==> src/rtl/tpc_map.vh <==
// Purpose: register map and field layout of the six-channel pwm timer
// Assumes: classic wishbone, 32-bit data, word-aligned registers
// Notes:   offsets are byte addresses
`ifndef TPC_MAP_VH
`define TPC_MAP_VH
`define TPC_ADDR_W        8
`define TPC_OFF_CTRL      8'h00
`define TPC_OFF_COUNT     8'h04
`define TPC_OFF_PERIOD    8'h08
`define TPC_OFF_CH_BASE   8'h10
`define TPC_OFF_CH_STEP   8'h08
`define TPC_OFF_CH_LAST   8'h3C
`define TPC_NCH           6
// timer control/status fields
`define TPC_CT_DIV_LO     0
`define TPC_CT_DIV_HI     2
`define TPC_CT_RESET_BIT  4
`define TPC_CT_HALT_BIT   5
`define TPC_CT_WIRQEN_BIT 6
`define TPC_CT_WRAP_BIT   7
`define TPC_DIV_EXT       3'h7
`define TPC_CTRL_RST_DIV  3'h0
// channel control/status fields
`define TPC_CC_FULL_BIT   0
`define TPC_CC_TOW_BIT    1
`define TPC_CC_ACT_LO     2
`define TPC_CC_ACT_HI     3
`define TPC_CC_SINGLE_BIT 4
`define TPC_CC_PAIR_BIT   5
`define TPC_CC_IRQEN_BIT  6
`define TPC_CC_FLAG_BIT   7
`define TPC_CC_W          8
`define TPC_ACT_CLEAR     2'h2
`define TPC_ACT_SET       2'h3
`define TPC_ACT_TOGGLE    2'h1
`define TPC_MODE_UNBUF    2'h1
`define TPC_MODE_BUF      2'h2
`define TPC_CNT_W         16
`define TPC_ZERO16        16'h0000
`define TPC_ONES16        16'hFFFF
`define TPC_ZERO32        32'h0000_0000
`define TPC_PS_MAX        6'h3F
`endif

==> src/rtl/tpc_prescale.v <==
// Purpose: counter tick source for the pwm timer
// Assumes: ext_clk_in synchronous to core_clk
// Notes:   one tick per selected divided clock or external rising edge
`timescale 1ns/10ps
`include "tpc_map.vh"
module tpc_prescale (
  // clock and reset
  input  wire        core_clk,
  input  wire        rst,
  // control
  input  wire        clear,
  input  wire [2:0]  div_sel,
  input  wire        ext_clk_in,
  // tick
  output reg         tick_reg
);
  reg  [5:0] div_reg;
  reg        ext_reg;
  reg        tick_next;
  wire [5:0] div_mask;

  // mask of low bits that must all be ones for the selected divide
  assign div_mask = ~(`TPC_PS_MAX << div_sel);

  always @*
  begin
    if (div_sel == `TPC_DIV_EXT)
      tick_next = ext_clk_in & ~ext_reg;
    else
      tick_next = ((div_reg & div_mask) == div_mask);
  end

  always @(posedge core_clk or posedge rst)
  begin
    if (rst)
    begin
      div_reg  <= 6'h00;
      ext_reg  <= 1'b0;
      tick_reg <= 1'b0;
    end
    else
    begin
      ext_reg <= ext_clk_in;
      if (clear)
      begin
        div_reg  <= 6'h00;
        tick_reg <= 1'b0;
      end
      else
      begin
        div_reg  <= div_reg + 6'h01;
        tick_reg <= tick_next;
      end
    end
  end
endmodule // tpc_prescale

==> src/rtl/tpc_top.v <==
// Purpose: six-channel 16-bit pwm timer with wishbone register access
// Assumes: single clock core_clk, async active-high rst
// Notes:   event flags clear by writing 0 after a read that saw them set
//
// The Wishbone register port and the placing of the registers are this design's own decisions.
`timescale 1ns/10ps
`include "tpc_map.vh"
module tpc_top (
  // clock and reset
  input  wire        core_clk,
  input  wire        rst,
  // wishbone slave
  input  wire        wb_cyc_i,
  input  wire        wb_stb_i,
  input  wire        wb_we_i,
  input  wire [7:0]  wb_adr_i,
  input  wire [3:0]  wb_sel_i,
  input  wire [31:0] wb_dat_i,
  output reg  [31:0] wb_dat_o,
  output reg         wb_ack_o,
  // external count clock
  input  wire        external_count_clock_pin,
  // channel pins and pin ownership
  output reg  [5:0]  chan_pin_out,
  output reg  [5:0]  chan_pin_oe,
  // interrupt requests
  output reg         wrap_irq,
  output reg  [5:0]  chan_irq
);
  // timer control
  reg  [2:0]  clock_divide_select_reg;
  reg         counter_halt_reg;
  reg         wrap_irq_enable_reg;
  reg         wrap_flag_reg;
  reg         wrap_seen_reg;
  reg  [15:0] count_reg;
  reg  [15:0] period_limit_reg;
  reg         ctr_clear_reg;
  // channels
  reg  [15:0] channel_compare_value [0:5];
  reg  [7:0]  channel_control_status [0:5];
  reg  [5:0]  flag_seen_reg;
  reg  [5:0]  pin_reg;
  reg  [2:0]  pair_sel_reg;   // 1 selects odd compare
  reg  [2:0]  pair_pend_reg;
  reg  [2:0]  pair_last_reg;  // compare written last
  wire        tick;
  wire        wrap_now;
  wire        acc;
  wire        wr;
  wire [2:0]  ch_idx;
  wire        ch_hit;
  wire [15:0] count_step;
  reg  [31:0] rd_data;
  reg  [5:0]  match_now;
  reg  [5:0]  pin_next;
  reg  [5:0]  oe_next;
  integer     i;
  integer     j;
  integer     k;

  // channel index of a channel address
  function [2:0] ch_of;
    input [7:0] adr;
    reg   [7:0] rel;
    begin
      rel   = adr - `TPC_OFF_CH_BASE;
      ch_of = rel[5:3];
    end
  endfunction

  // effective mode: pair select outranks single select
  function linked;
    input [7:0] cs;
    begin
      linked = cs[`TPC_CC_PAIR_BIT];
    end
  endfunction

  tpc_prescale u_pre (
    .core_clk   (core_clk),
    .rst        (rst),
    .clear      (ctr_clear_reg),
    .div_sel    (clock_divide_select_reg),
    .ext_clk_in (external_count_clock_pin),
    .tick_reg   (tick)
  );

  assign acc      = wb_cyc_i & wb_stb_i & ~wb_ack_o;
  assign wr       = acc & wb_we_i & wb_sel_i[0];
  assign ch_idx   = ch_of(wb_adr_i);
  assign ch_hit   = (wb_adr_i >= `TPC_OFF_CH_BASE) &&
                    (wb_adr_i <= `TPC_OFF_CH_LAST) &&
                    (wb_adr_i[1:0] == 2'b00);
  assign wrap_now = tick & ~counter_halt_reg &
                    (count_reg == period_limit_reg);
  // count taken at this tick; matching on it puts the match on the same
  // edge as its count, so the pulse spans exactly wrap to match
  assign count_step = wrap_now ? `TPC_ZERO16 : count_reg + 16'h0001;

  // compare match per channel; linked pairs use the selected compare
  always @*
  begin
    match_now = 6'h00;
    for (j = 0; j < `TPC_NCH; j = j + 1)
    begin
      if ((j % 2 == 0) && linked(channel_control_status[j]))
        match_now[j] = tick & ~counter_halt_reg &
          (count_step == channel_compare_value[j + pair_sel_reg[j / 2]]);
      else
        match_now[j] = tick & ~counter_halt_reg &
          (count_step == channel_compare_value[j]);
    end
  end

  // pin behaviour: full without wrap toggle forces high, else toggle on wrap, else match action
  always @*
  begin
    pin_next = pin_reg;
    oe_next  = 6'h00;
    for (k = 0; k < `TPC_NCH; k = k + 1)
    begin
      if ((k % 2 == 1) && linked(channel_control_status[k - 1]))
        oe_next[k] = 1'b0;
      else if ((linked(channel_control_status[k]) && (k % 2 == 0)) ||
               channel_control_status[k][`TPC_CC_SINGLE_BIT])
      begin
        oe_next[k] = 1'b1;
        if (channel_control_status[k][`TPC_CC_FULL_BIT] &&
            !channel_control_status[k][`TPC_CC_TOW_BIT])
          pin_next[k] = 1'b1;
        else if (wrap_now && channel_control_status[k][`TPC_CC_TOW_BIT])
          pin_next[k] = ~pin_reg[k];
        else if (match_now[k])
        begin
          // no toggle at wraps when cleared: matches then clear, set, toggle or hold the pin
          case (channel_control_status[k][`TPC_CC_ACT_HI:`TPC_CC_ACT_LO])
            `TPC_ACT_CLEAR:  pin_next[k] = 1'b0;
            `TPC_ACT_SET:    pin_next[k] = 1'b1;
            `TPC_ACT_TOGGLE: pin_next[k] = ~pin_reg[k];
            default:         pin_next[k] = pin_reg[k];
          endcase
        end
      end
    end
  end

  // read mux
  always @*
  begin
    rd_data = `TPC_ZERO32;
    if (wb_adr_i == `TPC_OFF_CTRL)
    begin
      rd_data[`TPC_CT_DIV_HI:`TPC_CT_DIV_LO] = clock_divide_select_reg;
      rd_data[`TPC_CT_HALT_BIT] = counter_halt_reg;
      rd_data[`TPC_CT_WIRQEN_BIT] = wrap_irq_enable_reg;
      rd_data[`TPC_CT_WRAP_BIT] = wrap_flag_reg;
    end
    else if (wb_adr_i == `TPC_OFF_COUNT)
      rd_data[15:0] = count_reg;
    else if (wb_adr_i == `TPC_OFF_PERIOD)
      rd_data[15:0] = period_limit_reg;
    else if (ch_hit && !wb_adr_i[2])
      rd_data[7:0] = channel_control_status[ch_idx];
    else if (ch_hit)
      rd_data[15:0] = channel_compare_value[ch_idx];
  end

  always @(posedge core_clk or posedge rst)
  begin
    if (rst)
    begin
      clock_divide_select_reg <= `TPC_CTRL_RST_DIV;
      counter_halt_reg        <= 1'b1;
      wrap_irq_enable_reg     <= 1'b0;
      wrap_flag_reg           <= 1'b0;
      wrap_seen_reg           <= 1'b0;
      count_reg               <= `TPC_ZERO16;
      period_limit_reg        <= `TPC_ONES16;
      ctr_clear_reg           <= 1'b0;
      flag_seen_reg           <= 6'h00;
      pin_reg                 <= 6'h00;
      pair_sel_reg            <= 3'h0;
      pair_pend_reg           <= 3'h0;
      pair_last_reg           <= 3'h0;
      wb_ack_o                <= 1'b0;
      wb_dat_o                <= `TPC_ZERO32;
      chan_pin_out            <= 6'h00;
      chan_pin_oe             <= 6'h00;
      wrap_irq                <= 1'b0;
      chan_irq                <= 6'h00;
      for (i = 0; i < `TPC_NCH; i = i + 1)
      begin
        channel_compare_value[i]  <= `TPC_ZERO16;
        channel_control_status[i] <= 8'h00;
      end
    end
    else
    begin
      wb_ack_o      <= acc;
      wb_dat_o      <= acc ? rd_data : `TPC_ZERO32;
      ctr_clear_reg <= wr && (wb_adr_i == `TPC_OFF_CTRL) &&
                       wb_dat_i[`TPC_CT_RESET_BIT];
      // counter
      if (ctr_clear_reg)
        count_reg <= `TPC_ZERO16;
      else if (wrap_now)
        count_reg <= `TPC_ZERO16;
      else if (tick && !counter_halt_reg)
        count_reg <= count_reg + 16'h0001;
      // linked pair hand-over at the wrap
      for (i = 0; i < 3; i = i + 1)
      begin
        if (wrap_now && pair_pend_reg[i])
        begin
          pair_sel_reg[i]  <= pair_last_reg[i];
          pair_pend_reg[i] <= 1'b0;
        end
        if (!linked(channel_control_status[2 * i]))
        begin
          pair_sel_reg[i]  <= 1'b0;
          pair_pend_reg[i] <= 1'b0;
        end
      end
      // read of a status register arms the clear
      if (acc && !wb_we_i && wb_adr_i == `TPC_OFF_CTRL)
        wrap_seen_reg <= wrap_flag_reg;
      if (acc && !wb_we_i && ch_hit && !wb_adr_i[2])
        flag_seen_reg[ch_idx] <=
          channel_control_status[ch_idx][`TPC_CC_FLAG_BIT];
      // register writes
      if (wr && wb_adr_i == `TPC_OFF_CTRL)
      begin
        clock_divide_select_reg <=
          wb_dat_i[`TPC_CT_DIV_HI:`TPC_CT_DIV_LO];
        counter_halt_reg        <= wb_dat_i[`TPC_CT_HALT_BIT];
        wrap_irq_enable_reg     <= wb_dat_i[`TPC_CT_WIRQEN_BIT];
        if (!wb_dat_i[`TPC_CT_WRAP_BIT] && wrap_seen_reg)
        begin
          wrap_flag_reg <= 1'b0;
          wrap_seen_reg <= 1'b0;
        end
      end
      if (wr && wb_adr_i == `TPC_OFF_PERIOD && wb_sel_i[1])
        period_limit_reg <= wb_dat_i[15:0];
      for (i = 0; i < `TPC_NCH; i = i + 1)
      begin
        if (wr && ch_hit && ch_idx == i && !wb_adr_i[2])
        begin
          channel_control_status[i][6:0] <= wb_dat_i[6:0];
          if (!wb_dat_i[`TPC_CC_FLAG_BIT] && flag_seen_reg[i])
          begin
            channel_control_status[i][7] <= 1'b0;
            flag_seen_reg[i] <= 1'b0;
          end
        end
        if (wr && ch_hit && ch_idx == i && wb_adr_i[2] && wb_sel_i[1])
        begin
          channel_compare_value[i] <= wb_dat_i[15:0];
          if (i % 2 == 1)
          begin
            pair_last_reg[i / 2] <= 1'b1;
            pair_pend_reg[i / 2] <= 1'b1;
          end
          else
          begin
            pair_last_reg[i / 2] <= 1'b0;
            pair_pend_reg[i / 2] <= 1'b1;
          end
        end
        // hardware set wins over clear
        if (match_now[i])
          channel_control_status[i][`TPC_CC_FLAG_BIT] <= 1'b1;
      end
      if (wrap_now)
        wrap_flag_reg <= 1'b1;
      pin_reg      <= pin_next;
      chan_pin_out <= pin_next;
      chan_pin_oe  <= oe_next;
      wrap_irq     <= wrap_flag_reg & wrap_irq_enable_reg;
      for (i = 0; i < `TPC_NCH; i = i + 1)
        chan_irq[i] <= channel_control_status[i][`TPC_CC_FLAG_BIT] &
                       channel_control_status[i][`TPC_CC_IRQEN_BIT];
    end
  end
endmodule // tpc_top

==> config.mk <==
export PLATFORM = sky130hd
export DESIGN_NAME = tpc_top
export DESIGN_NICKNAME = d
export VERILOG_FILES = /design/src/rtl/tpc_prescale.v /design/src/rtl/tpc_top.v
export VERILOG_INCLUDE_DIRS = /design/src /design/src/rtl
export SDC_FILE = /design/constraint.sdc
export NUM_CORES = 1
export LEC_CHECK = 0
export ABC_AREA = 1
export BUFFER_PORTS_ARGS = -buffer_cell sky130_fd_sc_hd__buf_2
export CAP_MARGIN = 15
export CORE_ASPECT_RATIO = 0.9
export CORE_MARGIN = 3
export CORE_UTILIZATION = 33
export CTS_BUF_LIST = sky130_fd_sc_hd__clkbuf_2 sky130_fd_sc_hd__clkbuf_4 sky130_fd_sc_hd__clkbuf_8
export CTS_CLUSTER_DIAMETER = 30
export CTS_CLUSTER_SIZE = 16
export DETAILED_ROUTE_END_ITERATION = 8
export GPL_ROUTABILITY_DRIVEN = 0
export GPL_TIMING_DRIVEN = 0
export PLACE_DENSITY = 0.49
export SETUP_SLACK_MARGIN = 0.4
export SYNTH_ARGS = -nofsm -noshare
export SYNTH_HDL_FRONTEND = slang
export SYNTH_SLANG_ARGS = --single-unit
==> constraint.sdc <==
create_clock -name core_clk -period 20.6 [get_ports core_clk]
set_input_delay 2.06 -clock core_clk [delete_from_list [all_inputs] [get_ports core_clk]]
set_output_delay 2.06 -clock core_clk [all_outputs]
set_load 0.01 [all_outputs]
# ---- Word level (Yosys, flattened, before mapping)
# Index checks and enable logic that the tools add are counted.
dict set report word_totals {
  regBits 243
  latch_bits 0
  mem_bits_rw 0
  romBits 0
  inputBits 50
  output_inout_bits 52
  wordCells 399
  memories 0
}
dict set report classes {
  n_addsub 5
  n_mul 0
  div 0
  order_cmp 8
  eq_ne 43
  shift 1
  mux 132
  bitwise 41
  n_reduce_logical 119
}
# op count
set op_table {}
lappend op_table {{16-bit two-way mux} 16}
lappend op_table {{16-bit binary-select mux with 3-bit select} 4}
lappend op_table {{16-bit equality test} 10}
lappend op_table {{33-bit by 4-bit greater-or-equal comparator with 1-bit output (second input constant)} 3}
lappend op_table {{8-bit two-way mux} 11}
lappend op_table {{1-bit two-way mux} 87}
lappend op_table {{1-bit logical AND} 60}
lappend op_table {{2-bit nonzero test} 17}
lappend op_table {{1-bit inverter with 33-bit output} 1}
lappend op_table {{3-bit inverter with 33-bit output} 1}
lappend op_table {{4-bit inverter with 33-bit output} 1}
lappend op_table {{5-bit nonzero test} 6}
lappend op_table {{8-bit binary-select mux with 3-bit select} 1}
lappend op_table {{2-bit equality test (second input constant)} 12}
lappend op_table {{1-bit AND} 23}
lappend op_table {{3-bit nonzero test} 7}
lappend op_table {{1-bit case mux with 3 select lines} 6}
lappend op_table {{16-bit by 1-bit adder with 16-bit output (second input constant)} 1}
lappend op_table {{2-bit AND reduction} 7}
lappend op_table {{2-bit by 1-bit equality test with 1-bit output (second input constant)} 6}
lappend op_table {{6-bit two-way mux} 2}
lappend op_table {{4-bit by 1-bit inequality test with 1-bit output (second input constant)} 3}
lappend op_table {{1-bit inverter} 12}
lappend op_table {{4-bit AND reduction} 3}
lappend op_table {{other kinds (30)} 49}

# ---- Depth between registers and ports, before layout
# Gate-level depths: netlist of run 1.
dict set report depth {
  ltp_word 11
  depth_mapped 20
  ltp_nobuf 20
}

# ---- Hierarchy
# A second synthesis of run 1 with hierarchy kept.
dict set report hier_totals {
  cells_unflattened 1912
  hier_area_um2 13813.2
}
# mod n_inst cells_per_inst area_per_inst_um2
set modules_own_cells {}
lappend modules_own_cells {tpc_top 1 1862 13410.4}
lappend modules_own_cells {tpc_prescale 1 50 402.9}

# ---- Least setup slack after synthesis of run 1
# OpenSTA, ideal clock, no wires.
dict set report synth_timing {
  path_kind {in2reg}
  start {input port wb_adr_i[4]}
  end {register wb_dat_o[13]}
  setup_ns 0.137
  arrival_time_ns 3.791
  required_time_ns 20.463
  setup_slack_ns 16.672
  path_stages 9
  n_path_buf 3
  cell_sequence {clkbuf_1 -> inv_1 -> ha_1 -> inv_1 -> clkbuf_1 -> clkbuf_1 -> o221ai_1 -> nand4_1 -> a31oi_1}
}
dict set report synth_between {
  elab_chain_cells 11
}
# element line_no
set synth_rtl {}
lappend synth_rtl {{start: declaration} tpc_top.v:16} ;# input wire [7:0] wb_adr_i,
lappend synth_rtl {{6-bit by 5-bit subtractor with 6-bit output (no line)} --}
lappend synth_rtl {{3-bit inverter with 4-bit output (implied by the code)} tpc_top.v:166} ;# rd_data[15:0] = channel_compare_value[ch_idx];
lappend synth_rtl {{16-bit binary-select mux with 3-bit select} tpc_top.v:166}
lappend synth_rtl {{16-bit two-way mux (implied by the code) (2 in a row)} tpc_top.v:166}
lappend synth_rtl {{16-bit two-way mux} tpc_top.v:165} ;# else if (ch_hit)
lappend synth_rtl {{8-bit two-way mux} tpc_top.v:163} ;# else if (ch_hit && !wb_adr_i[2])
lappend synth_rtl {{16-bit two-way mux} tpc_top.v:161} ;# else if (wb_adr_i == `TPC_OFF_PERIOD)
lappend synth_rtl {{16-bit two-way mux} tpc_top.v:159} ;# else if (wb_adr_i == `TPC_OFF_COUNT)
lappend synth_rtl {{8-bit two-way mux (*)} tpc_top.v:152} ;# if (wb_adr_i == `TPC_OFF_CTRL)
lappend synth_rtl {{16-bit two-way mux (no line) (*)} --}
lappend synth_rtl {{end signal: assignment} tpc_top.v:187} ;# wb_dat_o <= `TPC_ZERO32;
lappend synth_rtl {{end signal: assignment} tpc_top.v:201} ;# wb_dat_o <= acc ? rd_data : `TPC_ZERO32;
lappend synth_rtl {{end: declaration} tpc_top.v:19} ;# output reg [31:0] wb_dat_o,
# Mark *: on every way between the ends. The rest lies on a longest branch, timed or not. The select of a mux whose other input is x is not followed.
# A chain may end at the register's enable or synchronous reset.

# ---- Final worst setup path of run 1
dict set report layout_timing {
  start {input port wb_adr_i[4]}
  end {register wb_dat_o[10]}
}
# The elaborated chain is that of the path after synthesis.

==> out/qor.csv, run 1 <==
stage,metric,value,unit
clock_network,CTS Buf Count,58,
cells_and_area,max FFs per register,96,
synth,yosys warns,0,
power_and_ir_drop,Int Power,914,uW
synth,synthesized flop and latch total,243,
synth,Post-Syn Area,0.0140,sq mm
power_and_ir_drop,power per standard cell area,75.7,mW/mm^2
synth,Syn Inst Count,1933,
timing,Final min period,4890,ps
flow_run,max cap viols,0,
power_and_ir_drop,Sw Share,27.0,%
clock_network,clock latency at the later pin of the worst-skew pair,670,ps
synth,post-synthesis xor/xnor area fraction,1.68,%
global_routing,antenna violations before repair,0,
power_and_ir_drop,Gate power share,7.9,%
synth,Post-Syn Area per Cell,7.26,sq um
global_routing,Global Route Usage Sum,24.6,%
synth,Synth Area in Adders,0.713,%
floorplanning,Die H,202,um
route,Initial DRC Count,1528,
clock_network,quantity of gates resized following cts,0,
clock_network,# H-tree levels,2,
floorplanning,die area,0.0451,sq mm
cells_and_area,Layout fillers,4453,
timing,RSZ-0062 raised after global routing,false,
critical_path,Crit. End Element,flip-flop,
synth,Post-synth EDFFs,0,
global_routing,first-pass GRT wire length,82800,um
clock_network,"CTS clk-pin slew, worst paths",50,ps
timing,Final period util,23.7,%
cells_and_area,P&R area growth vs syn,18.0,%
placement,DPL Wire Length,42300,um
synth,mux cell area share after synthesis,0.214,%
power_and_ir_drop,leakage,0.00818,uW
clock_network,clock buffer depth,3,
placement,cell area after placement,0.0152,sq mm
route,DRC,0,
run_status,status,finished clean,
timing,Slew @ Worst Pin,1150,ps
critical_path,"Largest stage delay, worst path",750,ps
timing,setup TNS,0,ps
power_and_ir_drop,Max IR drop VDD,34.8,uV
floorplanning,I/O Pins,102,
critical_path,worst-path cell chain,buf_2 > clkbuf_1 > inv_1 > ha_1 > clkbuf_1 > clkbuf_1 > a221oi_1 > nor4_1 > o221a_2,
route,total wire length,56000,um
critical_path,cells on worst reg2reg path,15,
clock_network,post-CTS setup buffer count,0,
route,average routed wire per standard cell,20.9,um
floorplanning,starting density of the core,33.5,%
critical_path,WS Path Type,input port to flip-flop,
cells_and_area,Reg with most FFs,channel_compare_value,
clock_network,cts hold-fix bufs,0,
timing,Hold WS,481,ps
critical_path,CP Max Fanout,10,
synth,asr flop ratio synth,100,%
power_and_ir_drop,clock power share,52.9,%
timing,Worst Clk Skew,35.0,ps
clock_network,root buf cell,clkbuf_8,
cells_and_area,# diodes,0,
timing,"Setup violations, final",0,
route,Via Count,13800,
synth,register area share after synthesis,43.5,%
route,1st-pass router iterations,6,
route,Vias/cell,5.17,
global_routing,vias in the first global route,13200,
global_routing,grt ovf,0,
cells_and_area,# nets final,2134,
power_and_ir_drop,switching pwr,339,uW
timing,max-slew violation count,0,
critical_path,Critical Path Start Type,input port,
floorplanning,Core Area,0.0419,sq mm
power_and_ir_drop,fraction of power consumed by sequential logic,39.2,%
cells_and_area,share of cells above drive strength 1,14.2,%
floorplanning,Die W,223,um
synth,Post-Synth Simple-Gate Area,26.3,%
cells_and_area,biggest regs,"channel_compare_value x96, channel_control_status x48",
synth,ys flop type,dfrtp_1,
synth,main combinational cell family by area after synthesis,simple AND/OR/NAND/NOR gates,
synth,Yosys cell types,56,
cells_and_area,final instance area,0.0166,sq mm
critical_path,cell mode on critical path,clkbuf_1,
global_routing,largest net degree at the start of global routing,104,
route,Post-DRT Antenna Nets,0,
synth,complex-gate fraction of the synthesized area,17.1,%
placement,PortBufs,66,
floorplanning,FP Rows,71,
critical_path,critical path's slowest cell,nor4_1,
timing,Max Fclk,205,MHz
min_path,Hold Crit Class,flip-flop to flip-flop,
timing,hold violation count in the final report,0,
clock_network,TritonCTS clock tree,done,
min_path,Hold Path Stages,2,
critical_path,Critical Path AT,5470,ps
critical_path,required time worst endpoint,21180,ps
timing,relative slew slack,23.3,%
clock_network,clock sink total,243,
==> area by class of cell <==
cell class                 count  area (sq um)  share of cell area (%)
buffer                        96           487                    2.94
clock buffer                  78          1020                    6.18
sequential                   243          6100                    36.8
clock inverter                32           354                    2.14
inverter                     263           997                    6.02
tap                          547           684                    4.13
timing repair buffer          68           385                    2.33
multi-input combinational   1346          6530                    39.4
==> cells in the mapped netlist (4+ instances only) <==
cell type	instances	area share, %
a221oi_1	5	0.31
o2111ai_1	5	0.31
buf_1	4	0.11
nand2_2	8	0.36
nor2_2	9	0.40
ha_1	8	0.71
clkbuf_1	58	1.6
a31oi_1	15	0.67
nor4_1	4	0.18
o22ai_1	34	1.5
nor2_1	129	3.4
o21ai_0	247	8.8
dfrtp_1	226	40
inv_2	19	0.51
xor2_1	24	1.5
nor3_1	13	0.46
o211ai_1	5	0.27
or2_2	6	0.27
a21oi_1	35	1.2
buf_2	11	0.39
nand2_1	569	15
nand2_4	6	0.48
nand3_1	75	2.7
nand3b_1	11	0.59
nand4_1	11	0.49
a22oi_1	7	0.37
o221ai_1	17	1.1
buf_4	18	0.96
nand3_2	9	0.64
inv_1	242	6.5
dfstp_2	17	3.2
o21ai_1	42	1.5
==> per-layer routing <==
metal / global-route usage (%) / part of all wire (%) / up-vias / routed length (um)
met2: 36.8 / 43 / 528 / 24000
li1: - / - / 6520 / -
met4: 8.50 / 3.4 / 0 / 1920
met1: 35.3 / 46 / 6656 / 25600
met5: 0 / 0 / - / 0
met3: 5.18 / 8.1 / 103 / 4530
==> placed cells by master (no fill, tap or decap), types with 6 or more instances in the layout <==
cell	n
a21oi_1	35
a22oi_1	7
a31oi_1	15
buf_2	77
buf_4	18
bufinv_16	6
clkbuf_1	58
clkbuf_4	8
clkbuf_8	70
clkinv_2	15
clkinvlp_4	6
conb_1	16
dfrtp_1	226
dfstp_2	17
ha_1	8
inv_1	241
inv_2	19
nand2_1	569
nand2_2	8
nand2_4	6
nand3_1	75
nand3_2	9
nand3b_1	11
nand4_1	11
nor2_1	129
nor2_2	9
nor3_1	13
o21ai_0	247
o21ai_1	42
o221ai_1	17
o22ai_1	34
or2_2	6
xor2_1	24
==> cells by family after synthesis <==
family,count (synthesis)
DFF,243
buffers and inverters,359
adders and majority gates,8
muxes,3
other,1
AOI/OAI and AO/OA,428
xor gates and xnor gates,27
and+or+nand+nor,864
==> stage by stage <==
step	util, %	std cells	power (uW)	setup slack [ps]
detailed placement	36.2	2563	597	15240
finish	39.5	2673	1250	15710
global route	39.5	2673	1300	15730
CTS	39.5	2673	1270	15930
global placement	36.0	2561	595	8550
floorplan	-	1948	556	11900
==> worst max-delay path, delay by kind of cell <==
kind	cells	cell delay, ps
compound gates	2	440
fa+ha+maj	1	380
simple gates	1	750
buf+inv	5	1840
==> power groups by stage <==
stage	Sequential (uW)	Combinational (uW)	Clock, uW
2_1_floorplan	498	58.5	0
3_3_place_gp	499	95.5	0
3_5_place_dp	499	97.6	0
4_1_cts	491	97.8	676
5_1_grt	492	109	701
6_report	491	99.2	663
==> path summary, 6_finish.rpt <==
check                                       endpoint        startpoint  slack, ps
max                                     wb_dat_o[10]       wb_adr_i[4]      15710
min                                 pair_last_reg[1]  pair_last_reg[1]        480
max reg2reg                               pin_reg[4]      count_reg[1]      17420
min reg2reg                         pair_last_reg[1]  pair_last_reg[1]        480
max in group asynchronous           u_pre.div_reg[5]               rst      17830
min in group asynchronous  channel_compare_value[61]               rst       1410
Power figures use the tool's default switching activity.
==> run 2, diff against run 1 <==
--- a/config.mk
+++ b/config.mk
@@ -6,7 +6,7 @@
 export SDC_FILE = /design/constraint.sdc
 export NUM_CORES = 1
 export LEC_CHECK = 0
-export ABC_AREA = 1
+export ABC_AREA = 0
 export BUFFER_PORTS_ARGS = -buffer_cell sky130_fd_sc_hd__buf_2
 export CAP_MARGIN = 15
 export CORE_ASPECT_RATIO = 0.9
==> constraint.sdc (replaced) <==
create_clock -name core_clk -period 5 [get_ports core_clk]
set_input_delay 0.5 -clock core_clk [delete_from_list [all_inputs] [get_ports core_clk]]
set_output_delay 0.5 -clock core_clk [all_outputs]
set_load 0.01 [all_outputs]
==> run 2 against run 1 <==
Compared with the run above: area after synthesis is 1.4% higher; sequential cell count stayed put; hold slack worse by 240 ps; first-iteration DRC count is 14% lower; power grew to 5.4 times the previous value; cell area is 3.7% higher; synthesized cell count is 28% lower; utilization is 1.2 points higher; critical endpoint is now pin_reg[5]; highest routed layer unchanged.
==> out/qor.csv, run 2 <==
stage,metric,value,unit,change
min_path,Hold Crit Class,input port to flip-flop,,
critical_path,Setup crit end,pin_reg[5],,
placement,DPL Wire Length,39600,um,-6.3%
power_and_ir_drop,Max IR drop VDD,193,uV,+460%
synth,Yosys cell types,75,,+34%
critical_path,CP Max Fanout,10,,unchanged
cells_and_area,# diodes,0,,unchanged
clock_network,CTS Buf Count,68,,+17%
route,Post-DRT Antenna Nets,0,,unchanged
synth,Post-synth EDFFs,0,,unchanged
cells_and_area,P&R area growth vs syn,20.6,%,
critical_path,Critical Path AT,4970,ps,-500 ps
synth,asr flop ratio synth,100,%,unchanged
synth,Post-Syn Area,0.0142,sq mm,+1.4%
critical_path,WS Path Type,flip-flop to flip-flop,,
synth,Post-Syn Area per Cell,10.3,sq um,+42%
synth,yosys warns,0,,unchanged
floorplanning,I/O Pins,102,,unchanged
cells_and_area,max FFs per register,96,,unchanged
synth,Syn Inst Count,1385,,-28%
floorplanning,die area,0.0457,sq mm,+1.4%
cells_and_area,Layout fillers,4090,,-8.2%
cells_and_area,Reg with most FFs,channel_compare_value,,
timing,RSZ-0062 raised after global routing,true,,
critical_path,r2r setup slk,550,ps,-16870 ps
synth,Synth area leaders,"dfrtp_1 40%, mux2_2 13%, mux2i_1 4.7%",,
global_routing,grt ovf,0,,unchanged
critical_path,required time worst endpoint,5520,ps,-15660 ps
route,total wire length,53700,um,-4.2%
cells_and_area,share of cells above drive strength 1,28.8,%,+15 points
global_routing,antenna violations before repair,0,,unchanged
clock_network,clock latency at the later pin of the worst-skew pair,630,ps,-40 ps
critical_path,r2r endpoint,pin_reg[5],,
floorplanning,starting density of the core,33.7,%,+0.26 points
flow_run,max cap viols,0,,unchanged
critical_path,Crit path depth,12,,+3
clock_network,root buf cell,clkbuf_8,,
cells_and_area,most frequent cells in the layout,"226 x dfrtp_1, 159 x mux2_2, 113 x nand2_1",,
clock_network,TritonCTS clock tree,done,,
route,Initial DRC Count,1321,,-14%
clock_network,clock sink total,243,,unchanged
critical_path,cells on worst reg2reg path,12,,-3
timing,"Setup violations, final",0,,unchanged
floorplanning,Core Area,0.0422,sq mm,+0.64%
placement,pre-CTS WS,-737,ps,-15970 ps
floorplanning,Die H,203,um,+0.68%
timing,Worst Clk Skew,34.0,ps,-0.920 ps
placement,PortBufs,66,,unchanged
synth,top cell type's share of synthesized area,39.7,%,-0.56 points
cells_and_area,"commonest non-fill, non-tap cell in the layout",dfrtp_1,,
timing,Max Fclk,225,MHz,
critical_path,worst-path cell chain,nand2b_1 > clkbuf_1 > a221oi_1 > nand3_1 > nor2_1 > buf_2 > buf_2 > buf_2 > a31oi_1 > a2111oi_0 > nand4_1 > mux2i_1,,
synth,"area leader, netlist",dfrtp_1,,
floorplanning,Die W,225,um,+0.68%
cells_and_area,biggest regs,"channel_compare_value x96, channel_control_status x48",,
timing,relative slew slack,18.6,%,-4.8 points
route,average routed wire per standard cell,24.9,um,+19%
power_and_ir_drop,PnR Total Power,6760,uW,+440%
global_routing,vias in the first global route,12400,,-5.9%
critical_path,crit-path leading delay family,buffers and inverters,,
run_status,status,finished clean,,
timing,Final period util,89.0,%,
critical_path,RR Startpoint,counter_halt_reg,,
global_routing,Global Route Usage Sum,23.5,%,-1.1 points
power_and_ir_drop,leakage,0.00791,uW,-3.3%
power_and_ir_drop,power per standard cell area,393,mW/mm^2,+420%
global_routing,largest net degree at the start of global routing,43,,-59%
clock_network,"CTS clk-pin slew, worst paths",60,ps,about the same
critical_path,Critical path origin,counter_halt_reg,,
critical_path,"Largest stage delay, worst path",490,ps,-260 ps
critical_path,Crit path buffers/inverters,4,,-1
synth,synthesized flop and latch total,243,,unchanged
clock_network,# H-tree levels,3,,+1
floorplanning,FP Rows,71,,unchanged
synth,cell with the most instances after synthesis,dfrtp_1,,
cells_and_area,# nets final,1609,,-25%
timing,max-slew violation count,0,,unchanged
critical_path,critical path's slowest cell,a221oi_1,,
route,1st-pass router iterations,5,,-1
global_routing,first-pass GRT wire length,80100,um,-3.2%
timing,Final min period,4450,ps,
critical_path,Critical Path Start Type,flip-flop,,
critical_path,cell mode on critical path,buf_2,,
route,Vias/cell,5.74,,+11%
synth,"top cells by count, synth","226 x dfrtp_1, 159 x mux2_2, 113 x nand2_1",,
synth,ys flop type,dfrtp_1,,
route,DRC,0,,unchanged
timing,Slew @ Worst Pin,1210,ps,+62.6 ps
timing,post-route setup slack,548,ps,-15160 ps
route,Via Count,12400,,-11%
timing,hold violation count in the final report,0,,unchanged
clock_network,clock buffer depth,3,,unchanged
critical_path,Crit. End Element,flip-flop,,
synth,register area share after synthesis,42.9,%,-0.60 points
[run 2: cell types whose count changed after synthesis, sizes merged, moves of 50 or more]
cell   previous run  this run
mux2              0       159
mux2i             3        67
o21ai           289        70
inv             262        28
nor2            142        92
nand2           583       113
nand3            85        29
[run 2: final cells by class]
class | count | area, sq um | share of cell area (%)
Buffer | 102 | 488 | 2.84
Inverter | 29 | 113 | 0.656
Multi-Input combinational cell | 1026 | 7620 | 44.4
Clock inverter | 39 | 507 | 2.95
Tap cell | 547 | 684 | 3.99
Clock buffer | 86 | 1130 | 6.60
Sequential cell | 243 | 6100 | 35.5
Timing Repair Buffer | 81 | 523 | 3.05
[run 2: worst register-to-register path: cells and delay by family (launching register included)]
family                 cells  cell delay (ps)
muxes                      1              280
AOI/OAI and AO/OA          3             1050
DFF                        1              380
and+or+nand+nor            4             1260
buffers and inverters      4             1400
[run 2: stage by stage]
| stage | cells | TNS [ps] | util, % | instance area (sq um) | hold slack (ps) |
|---|---|---|---|---|---|
| floorplan | 1400 | 0 | - | 14300 | 442 |
| global placement | 2013 | -108730 | 36.3 | 15300 | 456 |
| detailed placement | 2022 | -18500 | 36.6 | 15500 | 463 |
| CTS | 2149 | 0 | 40.6 | 17100 | 208 |
| global route | 2153 | 0 | 40.7 | 17200 | 226 |
| finish | 2153 | 0 | 40.7 | 17200 | 239 |
[run 2: timing repair]
item	4_1_cts	5_1_grt
endpoints found under the setup margin	27	27
pin swaps	0	1
hold buffers	2	0
gates resized for setup	6	6
hold endpoints to repair	20	0
setup buffers	0	2
[run 2: routing by layer]
metal | wire length (um) | global-route usage, %
met5 | 0 | 0
met4 | 2350 | 10.2
met3 | 4550 | 5.67
met2 | 23300 | 34.7
met1 | 23400 | 32.8
[run 2: power by group]
part	leakage, uW	switching (uW)	internal, uW
Sequential	0.00325	55.6	2030
Clock	0.000815	1140	2040
Combinational	0.00384	991	497
Total	0.00791	2190	4570
[run 2: how the worst min path moves through the flow]
stage | start | to | cells after the start
floorplan | flag_seen_reg[1] | flag_seen_reg[1] | 1
global placement | flag_seen_reg[4] | flag_seen_reg[4] | 1
detailed placement | flag_seen_reg[4] | flag_seen_reg[4] | 1
CTS | wb_dat_i[0] | channel_compare_value[16] | 2
global route | wb_dat_i[1] | channel_compare_value[81] | 2
finish | wb_dat_i[1] | channel_compare_value[81] | 2
[run 2: logic make-up after synthesis]
family	count (synthesis)	share of synthesized area, %
xor gates and xnor gates	61	3.75
and+or+nand+nor	382	13.2
adders and majority gates	8	0.703
DFF	243	42.9
buffers and inverters	131	4.10
AOI/OAI and AO/OA	309	14.3
muxes	250	21.1
other	1	0.0263
